===== src/logic/wkcs_pkg.sv =====
// package: register map, field positions and reset values for wake/checksum regs
package wkcs_pkg;
  localparam logic [7:0] wkcs_filter_window_offset = 8'ha8;
  localparam logic [7:0] wkcs_wake_ctrl_offset = 8'hac;
  localparam logic [7:0] wkcs_csum_ctrl_offset = 8'hb0;
  localparam logic [7:0] wkcs_irq_status_offset = 8'hb4;
  localparam logic [7:0] wkcs_irq_mask_offset = 8'hb8;
  localparam logic [7:0] wkcs_vlan_tag_offset = 8'ha0;
  localparam int wkcs_gue_bit = 9;
  localparam int wkcs_frame_flag_bit = 6;
  localparam int wkcs_pattern_flag_bit = 5;
  localparam int wkcs_frame_en_bit = 2;
  localparam int wkcs_pattern_en_bit = 1;
  localparam int wkcs_tx_csum_en_bit = 16;
  localparam int wkcs_rx_mode_bit = 1;
  localparam int wkcs_rx_csum_en_bit = 0;
  localparam int wkcs_filter_entries = 8;
  localparam logic [31:0] wkcs_filter_reset = 32'h0000_0000;
  localparam logic [15:0] wkcs_vlan_tag_reset = 16'hffff;
  localparam logic [7:0] wkcs_plain_start_bytes = 8'h0e;
  localparam int wkcs_irq_bits = 3;
  typedef enum logic [2:0] {
    wkcs_idle = 3'b001,
    wkcs_setup = 3'b010,
    wkcs_access = 3'b100
  } wkcs_apb_state_type;
endpackage : wkcs_pkg


===== src/logic/wkcs_filter_store.sv =====
// eight-entry wakeup filter storage with auto-advancing shared pointer
module wkcs_filter_store #(
  parameter int entries = 8
) (
  input wire logic core_clk,
  input wire logic rst,
  input wire logic wr_step,
  input wire logic rd_step,
  input wire logic [31:0] wr_data,
  input wire logic [$clog2(entries)-1:0] match_index,
  output logic [31:0] rd_data,
  output logic [31:0] match_word,
  output logic [$clog2(entries)-1:0] pointer
);
  localparam int pw = $clog2(entries);
  logic [31:0] store [entries];
  logic [pw-1:0] next_pointer;

  ////////////////////////////////////////////////////////////////////////
  // wraps after the last entry so the next set starts at entry zero
  assign next_pointer = (pointer == pw'(entries - 1)) ? '0 : pointer + 1'b1;
  assign rd_data = store[pointer];
  assign match_word = store[match_index];

  // pointer moves on every complete read or write of the window
  always_ff @(posedge core_clk) begin
    if (rst) begin
      pointer <= '0;
    end else if (wr_step || rd_step) begin
      pointer <= next_pointer;
    end
  end

  // entries reset to zero, a write lands at the current pointer
  always_ff @(posedge core_clk) begin
    for (int i = 0; i < entries; i++) begin
      if (rst) begin
        store[i] <= wkcs_pkg::wkcs_filter_reset;
      end else if (wr_step && pointer == pw'(i)) begin
        store[i] <= wr_data;
      end
    end
  end
endmodule : wkcs_filter_store


===== src/logic/wkcs_regs.sv =====
// wakeup filter, wake control/status and checksum offload control registers
//
// Register access over APB was left to the implementer.
module wkcs_regs (
  input wire logic core_clk,
  input wire logic rst,
  // apb slave
  input wire logic psel,
  input wire logic penable,
  input wire logic pwrite,
  input wire logic [7:0] paddr,
  input wire logic [31:0] pwdata,
  output logic [31:0] prdata,
  output logic pready,
  output logic pslverr,
  // receive side events and frame info, same clock domain
  input wire logic rx_frame_done,
  input wire logic rx_dest_addr_bit0,
  input wire logic rx_filter_hit,
  input wire logic rx_pattern_hit,
  input wire logic [15:0] first_vlan_tag_id,
  // filter lookup port for the matcher
  input wire logic [2:0] filter_match_index,
  output logic [31:0] wakeup_filter_contents,
  // controls towards the datapaths
  output logic tx_checksum_engine_enable,
  output logic rx_checksum_engine_enable,
  output logic rx_checksum_start_select,
  output logic [7:0] rx_checksum_plain_start,
  output logic [15:0] rx_checksum_vlan_id,
  output logic wake_frame_filter_active,
  output logic pattern_wake_active,
  output logic unicast_wake,
  output logic wake_indication,
  output logic irq
);
  localparam int n = wkcs_pkg::wkcs_filter_entries;

  ////////////////////////////////////////////////////////////////////////
  // apb: one wait state, access answered the cycle after it starts
  wkcs_pkg::wkcs_apb_state_type state;
  wkcs_pkg::wkcs_apb_state_type next_state;
  logic done;
  logic wr_fire;
  logic rd_fire;

  always_comb begin
    next_state = state;
    case (state)
      wkcs_pkg::wkcs_idle: begin
        if (psel && !penable) begin
          next_state = wkcs_pkg::wkcs_setup;
        end
      end
      wkcs_pkg::wkcs_setup: begin
        if (psel && penable) begin
          next_state = wkcs_pkg::wkcs_access;
        end
      end
      wkcs_pkg::wkcs_access: begin
        next_state = wkcs_pkg::wkcs_idle;
      end
      default: begin
        next_state = wkcs_pkg::wkcs_idle;
      end
    endcase
  end

  // state register
  always_ff @(posedge core_clk) begin
    if (rst) begin
      state <= wkcs_pkg::wkcs_idle;
    end else begin
      state <= next_state;
    end
  end

  assign done = (state == wkcs_pkg::wkcs_access) && psel && penable;
  assign pready = (state == wkcs_pkg::wkcs_access);
  assign wr_fire = done && pwrite;
  assign rd_fire = done && !pwrite;

  ////////////////////////////////////////////////////////////////////////
  // address decode
  logic sel_filter;
  logic sel_wake;
  logic sel_csum;
  logic sel_stat;
  logic sel_mask;
  logic mapped;
  assign sel_filter = paddr == wkcs_pkg::wkcs_filter_window_offset;
  assign sel_wake = paddr == wkcs_pkg::wkcs_wake_ctrl_offset;
  assign sel_csum = paddr == wkcs_pkg::wkcs_csum_ctrl_offset;
  assign sel_stat = paddr == wkcs_pkg::wkcs_irq_status_offset;
  assign sel_mask = paddr == wkcs_pkg::wkcs_irq_mask_offset;
  assign mapped = sel_filter | sel_wake | sel_csum | sel_stat | sel_mask;
  assign pslverr = pready && !mapped; // unmapped address answers with error

  ////////////////////////////////////////////////////////////////////////
  // filter window: pointer steps only on the access-completing edge
  logic [31:0] filter_rd;
  wkcs_filter_store #(
    .entries(n)
  ) u_filter (
    .core_clk(core_clk),
    .rst(rst),
    .wr_step(wr_fire && sel_filter),
    .rd_step(rd_fire && sel_filter),
    .wr_data(pwdata),
    .match_index(filter_match_index),
    .rd_data(filter_rd),
    .match_word(wakeup_filter_contents),
    .pointer()
  );
  // a partial sequence leaves the pointer off zero; software must finish sets

  ////////////////////////////////////////////////////////////////////////
  // wake control/status
  logic global_unicast_wake_enable;
  logic wake_frame_enable;
  logic pattern_packet_wake_enable;
  logic wakeup_frame_received_flag;
  logic pattern_packet_received_flag;
  logic frame_event;
  logic pattern_event;
  logic unicast_event;
  logic clr_frame;
  logic clr_pattern;

  assign frame_event = rx_frame_done && rx_filter_hit && wake_frame_enable;
  assign pattern_event = rx_frame_done && rx_pattern_hit
    && pattern_packet_wake_enable;
  assign unicast_event = rx_frame_done && !rx_dest_addr_bit0
    && global_unicast_wake_enable;
  assign clr_frame = wr_fire && sel_wake && pwdata[wkcs_pkg::wkcs_frame_flag_bit];
  assign clr_pattern = wr_fire && sel_wake
    && pwdata[wkcs_pkg::wkcs_pattern_flag_bit];

  // enables written directly; flags set wins over write-one clear
  always_ff @(posedge core_clk) begin
    if (rst) begin
      global_unicast_wake_enable <= 1'b0;
      wake_frame_enable <= 1'b0;
      pattern_packet_wake_enable <= 1'b0;
      wakeup_frame_received_flag <= 1'b0;
      pattern_packet_received_flag <= 1'b0;
    end else begin
      if (wr_fire && sel_wake) begin
        global_unicast_wake_enable <= pwdata[wkcs_pkg::wkcs_gue_bit];
        wake_frame_enable <= pwdata[wkcs_pkg::wkcs_frame_en_bit];
        pattern_packet_wake_enable <= pwdata[wkcs_pkg::wkcs_pattern_en_bit];
      end
      if (frame_event) begin
        wakeup_frame_received_flag <= 1'b1;
      end else if (clr_frame) begin
        wakeup_frame_received_flag <= 1'b0;
      end
      if (pattern_event) begin
        pattern_packet_received_flag <= 1'b1;
      end else if (clr_pattern) begin
        pattern_packet_received_flag <= 1'b0;
      end
    end
  end

  // one-cycle wake pulse on a global unicast frame
  always_ff @(posedge core_clk) begin
    if (rst) begin
      unicast_wake <= 1'b0;
    end else begin
      unicast_wake <= unicast_event;
    end
  end

  assign wake_frame_filter_active = wake_frame_enable;
  assign pattern_wake_active = pattern_packet_wake_enable;
  assign wake_indication = wakeup_frame_received_flag
    | pattern_packet_received_flag;

  ////////////////////////////////////////////////////////////////////////
  // checksum offload control; changing it live is the software's hazard
  always_ff @(posedge core_clk) begin
    if (rst) begin
      tx_checksum_engine_enable <= 1'b0;
      rx_checksum_start_select <= 1'b0;
      rx_checksum_engine_enable <= 1'b0;
    end else if (wr_fire && sel_csum) begin
      tx_checksum_engine_enable <= pwdata[wkcs_pkg::wkcs_tx_csum_en_bit];
      rx_checksum_start_select <= pwdata[wkcs_pkg::wkcs_rx_mode_bit];
      rx_checksum_engine_enable <= pwdata[wkcs_pkg::wkcs_rx_csum_en_bit];
    end
  end

  // fixed start offset for mode zero; vlan id steered from tag register
  assign rx_checksum_plain_start = wkcs_pkg::wkcs_plain_start_bytes;
  // registered copy of the tag register, same domain
  always_ff @(posedge core_clk) begin
    if (rst) begin
      rx_checksum_vlan_id <= wkcs_pkg::wkcs_vlan_tag_reset;
    end else begin
      rx_checksum_vlan_id <= first_vlan_tag_id;
    end
  end

  ////////////////////////////////////////////////////////////////////////
  // interrupts: bit0 frame flag, bit1 pattern flag, bit2 unicast wake
  logic [wkcs_pkg::wkcs_irq_bits-1:0] irq_status;
  logic [wkcs_pkg::wkcs_irq_bits-1:0] irq_mask;
  logic [wkcs_pkg::wkcs_irq_bits-1:0] irq_set;
  logic [wkcs_pkg::wkcs_irq_bits-1:0] irq_clr;
  assign irq_set = {unicast_event, pattern_event, frame_event};
  assign irq_clr = (wr_fire && sel_stat)
    ? pwdata[wkcs_pkg::wkcs_irq_bits-1:0] : '0;

  // sticky status, set beats clear
  always_ff @(posedge core_clk) begin
    if (rst) begin
      irq_status <= '0;
      irq_mask <= '0;
    end else begin
      irq_status <= (irq_status & ~irq_clr) | irq_set;
      if (wr_fire && sel_mask) begin
        irq_mask <= pwdata[wkcs_pkg::wkcs_irq_bits-1:0];
      end
    end
  end
  assign irq = |(irq_status & irq_mask);

  ////////////////////////////////////////////////////////////////////////
  // read mux, registered so data comes from flip-flops
  logic [31:0] wake_word;
  logic [31:0] csum_word;
  logic [31:0] rd_word;
  always_comb begin
    wake_word = 32'h0000_0000;
    wake_word[wkcs_pkg::wkcs_gue_bit] = global_unicast_wake_enable;
    wake_word[wkcs_pkg::wkcs_frame_flag_bit] = wakeup_frame_received_flag;
    wake_word[wkcs_pkg::wkcs_pattern_flag_bit] = pattern_packet_received_flag;
    wake_word[wkcs_pkg::wkcs_frame_en_bit] = wake_frame_enable;
    wake_word[wkcs_pkg::wkcs_pattern_en_bit] = pattern_packet_wake_enable;
    csum_word = 32'h0000_0000;
    csum_word[wkcs_pkg::wkcs_tx_csum_en_bit] = tx_checksum_engine_enable;
    csum_word[wkcs_pkg::wkcs_rx_mode_bit] = rx_checksum_start_select;
    csum_word[wkcs_pkg::wkcs_rx_csum_en_bit] = rx_checksum_engine_enable;
  end
  assign rd_word = sel_filter ? filter_rd
    : sel_wake ? wake_word
    : sel_csum ? csum_word
    : sel_stat ? {29'h0000_0000, irq_status}
    : sel_mask ? {29'h0000_0000, irq_mask}
    : 32'h0000_0000;

  // captured in the setup-to-access step, held through the answer
  always_ff @(posedge core_clk) begin
    if (rst) begin
      prdata <= 32'h0000_0000;
    end else if (next_state == wkcs_pkg::wkcs_access && !pwrite) begin
      prdata <= rd_word;
    end
  end
endmodule : wkcs_regs


===== config.mk =====
export PLATFORM = sky130hd
export DESIGN_NAME = wkcs_regs
export DESIGN_NICKNAME = d
export VERILOG_FILES = /design/src/logic/wkcs_pkg.sv /design/src/logic/wkcs_filter_store.sv /design/src/logic/wkcs_regs.sv
export SDC_FILE = /design/constraint.sdc
export NUM_CORES = 1
export LEC_CHECK = 0
export BUFFER_PORTS_ARGS = -buffer_cell sky130_fd_sc_hd__clkbuf_2
export CORE_AREA = 2 2 206 208
export DETAILED_ROUTE_END_ITERATION = 10
export DIE_AREA = 0 0 208 210
export PLACE_DENSITY = 0.7
export SETUP_SLACK_MARGIN = 0.05
export SYNTH_ARGS = -nofsm -noshare
export SYNTH_HDL_FRONTEND = slang
export SYNTH_SLANG_ARGS = --single-unit

===== constraint.sdc =====
create_clock -name core_clk -period 5 [get_ports core_clk]
set_input_delay 1 -clock core_clk [delete_from_list [all_inputs] [get_ports core_clk]]
set_output_delay 1 -clock core_clk [all_outputs]
set_load 0.02 [all_outputs]

==> Word-level counts from Yosys, hierarchy flattened <==
Memory sizes are Yosys's and may differ from the RTL's. A register that Yosys moved wholly into a read port is not among the register bits.
Index checks and enable logic that the tools add are counted.
{ "word_totals": {"out_inout_bits": 98, "memories": 1, "ff_bits": 69, "ram_bits": 256, "word_cells": 139} }
{ "mem_list": {"columns": ["memory", "depth", "word_bits", "read_ports", "rd_clocked_by_memory_dff", "write_ports", "line", "text"], "rows": [
  ["u_filter.store", 8, 32, 2, 1, 8, "wkcs_filter_store.sv:16", "logic [31:0] store [entries];"]
]} }
{ "op_classes": {"bitwise_logic": 17, "n_eq_ne": 16, "n_addsub": 1, "n_reduce_logical": 39, "n_mux": 50} }
{ "op_table": {"columns": ["op", "n"], "rows": [
  ["$mux W32", 9],
  ["$eq A8 B8 Y1 const B", 5],
  ["$mux W17", 2],
  ["$logic_and A1 B1 Y1", 30],
  ["$mux W1", 30],
  ["$mux W3", 8],
  ["$eq A3 B3 Y1 const B", 6],
  ["$or A1 B1 Y1", 13],
  ["$eq A3 B2 Y1 const B", 3],
  ["$and A3 B3 Y3", 2],
  ["$eq A3 B1 Y1 const B", 2],
  ["$pmux W3 S2", 1],
  ["$logic_not A1 Y1", 4],
  ["$reduce_bool A2 Y1", 2],
  ["$add A3 B1 Y3 const B", 1],
  ["$logic_not A3 Y1", 1],
  ["$not A3 Y3", 1],
  ["$or A3 B3 Y3", 1],
  ["$reduce_or A3 Y1", 1],
  ["$logic_or A1 B1 Y1", 1]
]} }

==> Logic depth before layout (Yosys ltp) <==
Gate-level depths: netlist of the first run.
{ "depth": {"ltp_word": 10, "ltp_mapped": 6} }

==> Hierarchy <==
Synthesis of the first run repeated with hierarchy kept, for this count alone.
{ "hier_totals": {"hier_cells": 1110, "hier_area_um2": 16604.7} }
{ "modules_own_cells": {"columns": ["module", "seq_area_each_um2", "cells_each", "area_each_um2", "instances"], "rows": [
  ["wkcs_filter_store", 7807.5, 811, 13940.9, 1],
  ["wkcs_regs", 1321.3, 299, 2663.8, 1]
]} }

==> Worst setup path after synthesis of the first run <==
No wires, ideal clock.
{ "synth_timing": {"kind": "input port to flip-flop", "from": "input paddr[1]", "to": "memory u_filter.store[4][0], enable pin", "n_path_buf": 0, "arrival_time_ps": 4954, "slack_ps": -464, "required_ps": 4489, "path_stages": 3, "setup_ps": 511, "path_cell_list": "nor4b_1 > nand3_1 > o41ai_1"} }
{ "synth_rtl": {"columns": ["item", "line", "text"], "rows": [
  ["start: declaration", "wkcs_regs.sv:11", "input wire logic [7:0] paddr,"],
  ["end: declaration", "wkcs_filter_store.sv:16", null]
]} }

==> Final worst setup path of the first run <==
{ "layout_timing": {"from": "input filter_match_index[0]", "to": "output wakeup_filter_contents[4]"} }
{ "layout_via": {"elab_chain_len": 1} }
{ "layout_lines": {"columns": ["item", "line", "text"], "rows": [
  ["start: declaration", "wkcs_regs.sv:23", "input wire logic [2:0] filter_match_index,"],
  ["$mem_v2 Z8 W32", null, null],
  ["end: declaration", "wkcs_regs.sv:24", "output logic [31:0] wakeup_filter_contents,"]
]} }
Every way passes these cells.

==> results of run 1 <==
-- power breakdown --
group          switching, mW  internal (mW)
Sequential            0.0482           3.03
Clock                   1.16           1.60
Combinational          0.280          0.198
Total                   1.49           4.83
-- cells by family (layout without fill, tap and decap cells) --
group | Yosys count | after routing | synth area share [%]
AO/OA/AOI/OAI | 86 | 86 | 3.73
adder cells (fa/ha/maj) | 6 | 6 | 0.457
buffers and inverters | 135 | 294 | 3.85
flip-flops | 328 | 328 | 55.6
multiplexers | 195 | 195 | 21.9
other | 2 | 8 | 0.0457
AND/OR/NAND/NOR | 361 | 361 | 14.4
-- worst paths after layout --
path,slack (ns),startpoint,to,cells past startpoint
worst max-delay path,1.25,filter_match_index[0],wakeup_filter_contents[4],5
worst min-delay path,0.46,prdata[25],prdata[25],1
worst max register to register,2.21,flop,prdata[16],5
worst min register to register,0.46,prdata[25],prdata[25],1
-- critical path: cells and delay by family --
kind / cells / cell delay, ns
buf+inv: 3 / 0.90
mux: 2 / 0.82
-- layer usage --
metal | track usage [%] | vias to the layer above | part of all wire (%)
li1 | - | 4629 | -
met1 | 26.7 | 5336 | 42
met2 | 32.2 | 407 | 49
met3 | 4.14 | 66 | 7.5
met4 | 5.62 | 2 | 2.2
met5 | 0 | - | 0.021
-- synth_stat cells (18+ instances only) --
cell	count
and2_1	65
mux2_2	37
mux2i_1	30
a21oi_1	18
nor3_2	80
or2_2	18
o2bb2ai_1	30
clkbuf_1	50
mux4_2	128
edfxtp_1	256
nor2_1	40
inv_1	32
nor3_1	87
buf_2	19
dfxtp_1	72
nand2_1	20
-- placed cells by master, fill, tap and decap left out, types with 3 or more instances in the layout --
cell,n
buf_4,26
clkbuf_2,156
and2_1,65
mux2i_1,30
nand2_1,20
mux2_2,37
o41ai_2,3
o21ai_0,15
buf_12,3
nand4_1,6
clkinv_1,8
or2_2,18
nor2_1,39
clkbuf_4,3
conb_1,8
mux4_2,128
o2bb2ai_1,30
edfxtp_1,256
or4_1,3
nand3_1,15
inv_1,32
clkinvlp_4,3
ha_1,6
a211oi_1,4
nor3_2,80
a21oi_1,18
clkbuf_1,5
nor3_1,87
clkbuf_16,41
nor2b_1,3
clkinv_2,8
a21o_1,5
dfxtp_1,69
-- state kept, by name, indices dropped and copies added (netlist names), 3 cells and up, named ones only --
register	cells
u_filter.store	256
rx_checksum_vlan_id	16
prdata	32
u_filter.pointer	3
irq_status	3
irq_mask	3
state	3
-- final cells by class --
class	instances	area (µm²)
Clock buffer	50	1080
Clock inverter	21	168
Fill cell	3694	22500
Inverter	38	146
Multi-Input combinational cell	656	6720
Sequential cell	328	9140
Tap cell	539	674
Timing Repair Buffer	185	1040
==> flow_metrics.py, run 1 <==
metrics = {
    "placement": {
        "place_congestion": 0.855,
        "dpl.hpwl_mm": 25.0,
        "pre_cts_slack_ns": 1.20,
        "port_buffers": 157,
        "placed_cell_area_um2": 17700,
        "placedCellCount": 1746,
    },
    "clock_network": {
        "clockBufferDepth": 3,
        "htreeDepth": 2,
        "cts_tree": "done",
        "clkTransAtPathRegs_ns": 0.05,
        "cts_resized": 0,
        "clock-sinks": 328,
        "clk_latency_ns": 0.55,
        "cts_root_buffer": "clkbuf_16",
        "numCtsBuffers": 39,
        "cts_hold_buf": 0,
        "post-cts-setup-buffers": 0,
    },
    "timing": {
        "rsz0062_at_grt": "no",
        "slew_headroom_pct": 29.9,
        "slew_violations": 0,
        "finalSetupViolCount": 0,
        "whs_ns": 0.460,
        "setup_ws_ns": 1.25,
        "tns_ns": 0,
        "skew_ns": 0.0188,
        "timing.final.crit_share_pct": 75.1,
        "worst_pin_slew_ns": 1.04,
        "fin_crit_ns": 3.75,
        "hold_violations": 0,
        "fmax_mhz": 266,
    },
    "detailed_routing": {
        "wl_per_cell_um": 23.6,
        "drt_iter0_drc": 811,
        "wirelength_mm": 42.8,
        "vias": 10440,
        "antenna_left": 0,
        "viasPerCell": 5.75,
        "dr.pass1.iters": 5,
        "drcViolationCount": 0,
    },
    "die": {
        "die_w_um": 208,
        "num_io_pins": 166,
        "die_height_um": 210,
        "core_area_um2": 41500,
        "num_rows": 75,
        "initial_core_util_pct": 39.6,
        "dieArea_um2": 43700,
    },
    "min_path": {
        "min_path_type": "flop to flop",
    },
    "global_route": {
        "grt_pass1_vias": 10737,
        "grt_max_degree": 65,
        "overflow": 0,
        "grt_first_pass_wirelength_mm": 65.2,
        "antenna_found_initial": 3,
        "grt.total_usage_pct": 19.7,
    },
    "power": {
        "leakagePower_nw": 6.50,
        "p_per_area_nw_per_um2": 333,
        "total_power_mw": 6.32,
        "ir_drop_mv": 0.233,
    },
    "worst_setup_path": {
        "crit_chain": "buf_4, buf_12, mux4_2, mux2_2, clkbuf_2",
        "worst_path_max_delay_cell": "mux4_2",
        "crit_path_max_fanout": 26,
        "critPathRequiredTime_ns": 4.00,
        "path_class": "primary input to output pin",
        "cp-start-kind": "primary input",
        "crit_arrival_ns": 2.75,
        "endpoint_kind": "output pin",
        "cp_slowest_stage_delay_ns": 0.52,
    },
    "yosys": {
        "syn_area_um2": 16400,
        "syn_inst": 1113,
        "netlist.area_leader.share_pct": 46.8,
        "synth-edff-count": 256,
        "synthTopCellsByArea": "edfxtp_1, mux4_2, dfxtp_1",
        "yosysSeqAreaShare_pct": 55.6,
        "ys_warn_count": 0,
        "synth_area_per_cell_um2": 14.8,
        "synth_flop_cell": "edfxtp_1",
        "ys_types": 58,
        "async_reset_ff_share_pct": 0,
        "synth_area_leader_cell": "edfxtp_1",
        "ys_ff_latch": 328,
    },
    "cells_and_area": {
        "area_delta_synth_final_pct": 15.5,
        "layout.nets": 1322,
        "post-route-util_pct": 45.7,
        "final_area_um2": 19000,
        "n_antenna_cell": 0,
        "fin_cells": 1817,
        "layout-drive-gt1-share_pct": 41.5,
    },
    "run_status": {
        "status": "complete, no violations",
    },
    "run": {
        "maxCapViolCount": 0,
    },
}
No activity file was read; power rests on OpenSTA's default activity.
==> run 2, diff against run 1 <==
--- a/config.mk
+++ b/config.mk
@@ -9,7 +9,7 @@
 export CORE_AREA = 2 2 206 208
 export DETAILED_ROUTE_END_ITERATION = 10
 export DIE_AREA = 0 0 208 210
-export PLACE_DENSITY = 0.7
+export PLACE_DENSITY = 0.67
 export SETUP_SLACK_MARGIN = 0.05
 export SYNTH_ARGS = -nofsm -noshare
 export SYNTH_HDL_FRONTEND = slang
==> constraint.sdc (replaced) <==
create_clock -name core_clk -period 3.93 [get_ports core_clk]
set_input_delay 0.786 -clock core_clk [delete_from_list [all_inputs] [get_ports core_clk]]
set_output_delay 0.786 -clock core_clk [all_outputs]
set_load 0.02 [all_outputs]
==> run 2 against run 1 <==
Worst setup slack lost 0.53 ns. Design area rose by 0.65%. Clock power is 32% higher. Non-clock buffer count decreased by 1. First-iteration DRC count decreased by 9.1%. Combinational power up 30%. Count of clock-buffer cells in the layout fell by 2.
==> flow_metrics.py, run 2 (same netlist as run 1, synthesis figures left out) <==
metrics = {
    "run_status": {
        "status": "complete, no violations",
    },
    "cells_and_area": {
        "fill_cells": 3679,
        "largest_register_ffs": 256,
        "reg_top3": "u_filter.store: 256 flops, prdata: 32 flops, rx_checksum_vlan_id: 16 flops",
        "ff_latch_area_um2": 9140,
        "area_delta_synth_final_pct": 16.2,
        "largest_register": "u_filter.store",
        "n_antenna_cell": 0,
        "final_cell_mix": "edfxtp_1, clkbuf_2, mux4_2, nor3_1, nor3_2",
        "final_common_cell": "edfxtp_1",
        "layout.nets": 1320,
        "multi_input_area_um2": 6720,
        "layout-drive-gt1-share_pct": 41.4,
    },
    "timing": {
        "setup_ws_ns": 0.715,
        "rsz0062_at_grt": "no",
        "whs_ns": 0.416,
        "skew_ns": 0.0251,
        "hold_violations": 0,
        "fin_crit_ns": 3.21,
        "finalSetupViolCount": 0,
        "slew_violations": 0,
        "tns_ns": 0,
        "worst_pin_slew_ns": 1.07,
        "slew_headroom_pct": 27.7,
        "fmax_mhz": 311,
        "timing.final.crit_share_pct": 81.8,
    },
    "die": {
        "initial_core_util_pct": 39.6,
        "num_rows": 75,
        "num_io_pins": 166,
        "core_area_um2": 41500,
        "dieArea_um2": 43700,
        "die_w_um": 208,
        "die_height_um": 210,
    },
    "clock_network": {
        "post-cts-setup-buffers": 0,
        "clockBufferDepth": 3,
        "cts_hold_buf": 0,
        "clk_latency_ns": 0.57,
        "cts_resized": 0,
        "clkTransAtPathRegs_ns": 0.06,
        "cts_root_buffer": "clkbuf_16",
        "clock-sinks": 328,
        "numCtsBuffers": 38,
        "cts_tree": "done",
        "htreeDepth": 2,
    },
    "detailed_routing": {
        "viasPerCell": 5.76,
        "dr.pass1.iters": 4,
        "antenna_left": 0,
        "drcViolationCount": 0,
        "wl_per_cell_um": 24.2,
        "drt_iter0_drc": 737,
        "wirelength_mm": 43.9,
        "vias": 10456,
    },
    "min_path": {
        "hp-start": "first_vlan_tag_id[15]",
        "whs_path_depth": 2,
        "min_to": "rx_checksum_vlan_id[15]",
        "min_path_type": "primary input to flop",
    },
    "worst_setup_path": {
        "cp-start-kind": "primary input",
        "crit_arrival_ns": 2.43,
        "crit_path_max_fanout": 26,
        "critPathRequiredTime_ns": 3.14,
        "worstRegToRegCells": 5,
        "r2r_slack_ns": 1.38,
        "setup.worst_path.start": "filter_match_index[0]",
        "endpoint_kind": "output pin",
        "r2r_start": "state[2]",
        "path_class": "primary input to output pin",
        "r2r-end": "u_filter.store[5][16]",
    },
    "global_route": {
        "overflow": 0,
        "grt.total_usage_pct": 20.2,
        "grt_pass1_vias": 11043,
        "antenna_found_initial": 1,
        "grt_max_degree": 82,
        "grt_first_pass_wirelength_mm": 66.9,
    },
    "placement": {
        "port_buffers": 157,
        "dpl.hpwl_mm": 25.2,
        "place_congestion": 0.834,
        "pre_cts_slack_ns": 0.685,
    },
    "power": {
        "p_per_area_nw_per_um2": 428,
        "leakagePower_nw": 6.56,
        "total_power_mw": 8.16,
        "ir_drop_mv": 0.320,
    },
    "run": {
        "maxCapViolCount": 0,
    },
}
[run 2: changes by cell type in the layout (fill, tap and decap cells not counted), moves of 3 or more]
cell | before | now
clkinv_2 | 8 | 11
clkbuf_8 | 1 | 4
clkinvlp_4 | 3 | 0
bufinv_16 | 1 | 4
clkbuf_4 | 3 | 0
buf_12 | 3 | 11
buf_4 | 26 | 17
[run 2: layer usage]
metal | GRT usage (%) | vias up | wire [µm]
met1 | 27.1 | 5379 | 18100
met4 | 5.28 | 2 | 818
met2 | 33.7 | 405 | 21700
met5 | 0 | - | 13
li1 | - | 4614 | -
met3 | 4.11 | 56 | 3160
[run 2: power by group]
| part | internal [mW] | switching [mW] | total [mW] |
|---|---|---|---|
| logic | 0.259 | 0.364 | 0.623 |
| clock network | 2.17 | 1.46 | 3.63 |
| registers | 3.85 | 0.0617 | 3.91 |
[run 2: cell type report]
type / count / area share, %
Timing Repair Buffer: 184 / 5.91
Clock buffer: 48 / 5.50
Sequential cell: 328 / 47.9
Multi-Input combinational cell: 656 / 35.2
Clock inverter: 22 / 1.21
Inverter: 38 / 0.760
Tap cell: 539 / 3.53
[run 2: worst max path at each step]
| stage | to | slack [ns] | cells after the start |
|---|---|---|---|
| floorplan | u_filter.store[4][0] | -1.32 | 3 |
| global route | wakeup_filter_contents[22] | 0.64 | 5 |
| CTS | wakeup_filter_contents[19] | 0.67 | 5 |
| global placement | wakeup_filter_contents[19] | 0.72 | 5 |
| finish | wakeup_filter_contents[19] | 0.72 | 5 |
| detailed placement | wakeup_filter_contents[22] | 0.69 | 5 |
[run 2: critical path, cell delays in order]
cell      delay (ns)
buf_4           0.12
buf_4           0.46
mux4_2          0.58
mux2_2          0.30
clkbuf_2        0.16
[run 2: stage by stage]
step                      cells  util, %  instance area [µm²]
after floorplan            1119        -                16400
after global placement     1745     42.9                17800
after detailed placement   1745     42.9                17800
after CTS                  1815     46.0                19100
after global routing       1815     46.0                19100
final                      1815     46.0                19100
==> run 3, diff against run 2 <==
--- a/config.mk
+++ b/config.mk
@@ -9,7 +9,7 @@
 export CORE_AREA = 2 2 206 208
 export DETAILED_ROUTE_END_ITERATION = 10
 export DIE_AREA = 0 0 208 210
-export PLACE_DENSITY = 0.67
+export PLACE_DENSITY = 0.7
 export SETUP_SLACK_MARGIN = 0.05
 export SYNTH_ARGS = -nofsm -noshare
 export SYNTH_HDL_FRONTEND = slang
==> constraint.sdc (replaced) <==
create_clock -name core_clk -period 2.7 [get_ports core_clk]
set_input_delay 0.54 -clock core_clk [delete_from_list [all_inputs] [get_ports core_clk]]
set_output_delay 0.54 -clock core_clk [all_outputs]
set_load 0.02 [all_outputs]
==> run 3 against run 2 <==
Worst setup slack lost 0.55 ns. Sequential power grew 46%. Design area grew 1.9%. Clock skew shrank 0.0028 ns. Critical path depth is the same. Sequential cell count is the same. Count of clock-buffer cells in the layout shrank 1. Non-clock buffer count grew 24.
==> flow_metrics.py, run 3 (same netlist as run 1, synthesis figures left out) <==
metrics = {
    "detailed_routing": {
        "wirelength_mm": 43.7,
        "drt_iter0_drc": 697,
        "wl_per_cell_um": 23.8,
        "viasPerCell": 5.73,
        "vias": 10517,
        "dr.pass1.iters": 7,
        "antenna_left": 0,
        "drcViolationCount": 0,
    },
    "timing": {
        "hold_violations": 0,
        "fmax_mhz": 394,
        "skew_ns": 0.0222,
        "worst_pin_slew_ns": 0.718,
        "fin_crit_ns": 2.54,
        "slew_headroom_pct": 52.2,
        "rsz0062_at_grt": "no",
        "tns_ns": 0,
        "slew_violations": 0,
        "timing.final.crit_share_pct": 94.0,
        "finalSetupViolCount": 0,
        "whs_ns": 0.170,
    },
    "clock_network": {
        "clkTransAtPathRegs_ns": 0.06,
        "post-cts-setup-buffers": 0,
        "clockBufferDepth": 3,
        "numCtsBuffers": 37,
        "cts_root_buffer": "clkbuf_16",
        "htreeDepth": 2,
        "clock-sinks": 328,
        "clk_latency_ns": 0.55,
        "cts_tree": "done",
        "cts_hold_buf": 0,
    },
    "cells_and_area": {
        "largest_register": "u_filter.store",
        "final_common_cell": "edfxtp_1",
        "post-route-util_pct": 46.9,
        "largest_register_ffs": 256,
        "n_antenna_cell": 0,
        "reg_top3": "u_filter.store: 256 flops, prdata: 32 flops, rx_checksum_vlan_id: 16 flops",
        "layout.nets": 1343,
        "area_delta_synth_final_pct": 18.4,
        "layout-drive-gt1-share_pct": 42.9,
        "fill_cells": 3607,
        "final_cell_mix": "edfxtp_1, clkbuf_2, mux4_2, nor3_1, nor3_2",
    },
    "worst_setup_path": {
        "r2r_slack_ns": 0.51,
        "crit_arrival_ns": 2.00,
        "crit_chain": "buf_4, buf_12, mux4_2, mux2_2, clkbuf_2",
        "worstRegToRegCells": 6,
        "path_delay_family": "multiplexers",
        "cp-start-kind": "primary input",
        "crit_buf_inv": 3,
        "r2r-end": "u_filter.store[1][8]",
        "crit_path_max_fanout": 24,
        "r2r_start": "state[2]",
        "path_class": "primary input to output pin",
        "endpoint_kind": "output pin",
        "critPathRequiredTime_ns": 2.16,
        "worst_path_max_delay_cell": "mux4_2",
        "cp_slowest_stage_delay_ns": 0.53,
    },
    "die": {
        "num_rows": 75,
        "die_height_um": 210,
        "initial_core_util_pct": 39.6,
        "die_w_um": 208,
        "num_io_pins": 166,
        "dieArea_um2": 43700,
        "core_area_um2": 41500,
    },
    "global_route": {
        "overflow": 0,
        "grt.total_usage_pct": 20.1,
        "grt_first_pass_wirelength_mm": 66.5,
        "grt_pass1_vias": 10969,
        "grt_max_degree": 82,
        "antenna_found_initial": 2,
    },
    "min_path": {
        "min_to": "rx_checksum_vlan_id[7]",
        "min_path_type": "primary input to flop",
        "whs_path_depth": 2,
        "hp-start": "first_vlan_tag_id[7]",
    },
    "power": {
        "leakagePower_nw": 6.75,
        "ir_drop_mv": 0.421,
        "p_per_area_nw_per_um2": 597,
    },
    "run_status": {
        "status": "complete, no violations",
    },
    "run": {
        "maxCapViolCount": 0,
    },
    "placement": {
        "place_congestion": 0.840,
        "dpl.hpwl_mm": 26.5,
        "port_buffers": 157,
    },
}
[run 3: cell count changes in the layout (fill, tap and decap cells not counted), sizes merged]
cell      change
buf          +24
bufinv        -2
clkbuf        -1
clkinv        -5
clkinvlp      +4
inv           +1
[run 3: power breakdown]
part           switching (mW)  internal [mW]  leakage (nW)  total (mW)
combinational           0.533          0.403          3.04       0.936
sequential             0.0881           5.60          3.13        5.69
clock                    2.08           2.89         0.584        4.97
[run 3: layout make-up]
class / count / area [µm²] / share of cell area, %
clock buffer: 47 / 1030 / 5.28
clock inverter: 20 / 168 / 0.862
inverter: 38 / 150 / 0.772
multi-input combinational: 656 / 6790 / 34.9
sequential: 328 / 9140 / 47.0
tap: 539 / 674 / 3.47
timing repair buffer: 208 / 1500 / 7.70
[run 3: worst max-delay path by stage]
stage,endpoint,start,slack (ns),cells past startpoint
floorplan,u_filter.store[4][0],state[2],0.03,5
global placement,wakeup_filter_contents[0],filter_match_index[0],0.16,5
detailed placement,wakeup_filter_contents[9],filter_match_index[0],0.14,5
CTS,pslverr,state[2],0.07,3
global route,wakeup_filter_contents[9],filter_match_index[0],0.10,5
finish,wakeup_filter_contents[9],filter_match_index[0],0.16,5
[run 3: per-stage QoR]
stage	instances	instance area (µm²)	setup slack [ns]	power (mW)
floorplan	1119	16600	0.0327	6.35
global placement	1769	18200	0.163	6.72
detailed placement	1769	18200	0.143	6.74
CTS	1836	19400	0.0714	11.7
global route	1836	19400	0.101	11.9
finish	1836	19400	0.161	11.6
[run 3: metal layers]
layer | vias up | part of all wire, % | GRT usage, % | wire length, µm
met5 | - | 0.062 | 0 | 27
met2 | 387 | 50 | 34.5 | 21900
met4 | 4 | 1.8 | 5.31 | 791
met1 | 5407 | 42 | 26.1 | 18200
met3 | 59 | 6.5 | 4.20 | 2850
li1 | 4660 | - | - | -
[run 3: what timing repair did]
| action | CTS | global route |
|---|---|---|
| setup endpoints to repair | 0 | 1 |
| resized for setup | 0 | 1 |
| hold endpoints to repair | 0 | 0 |
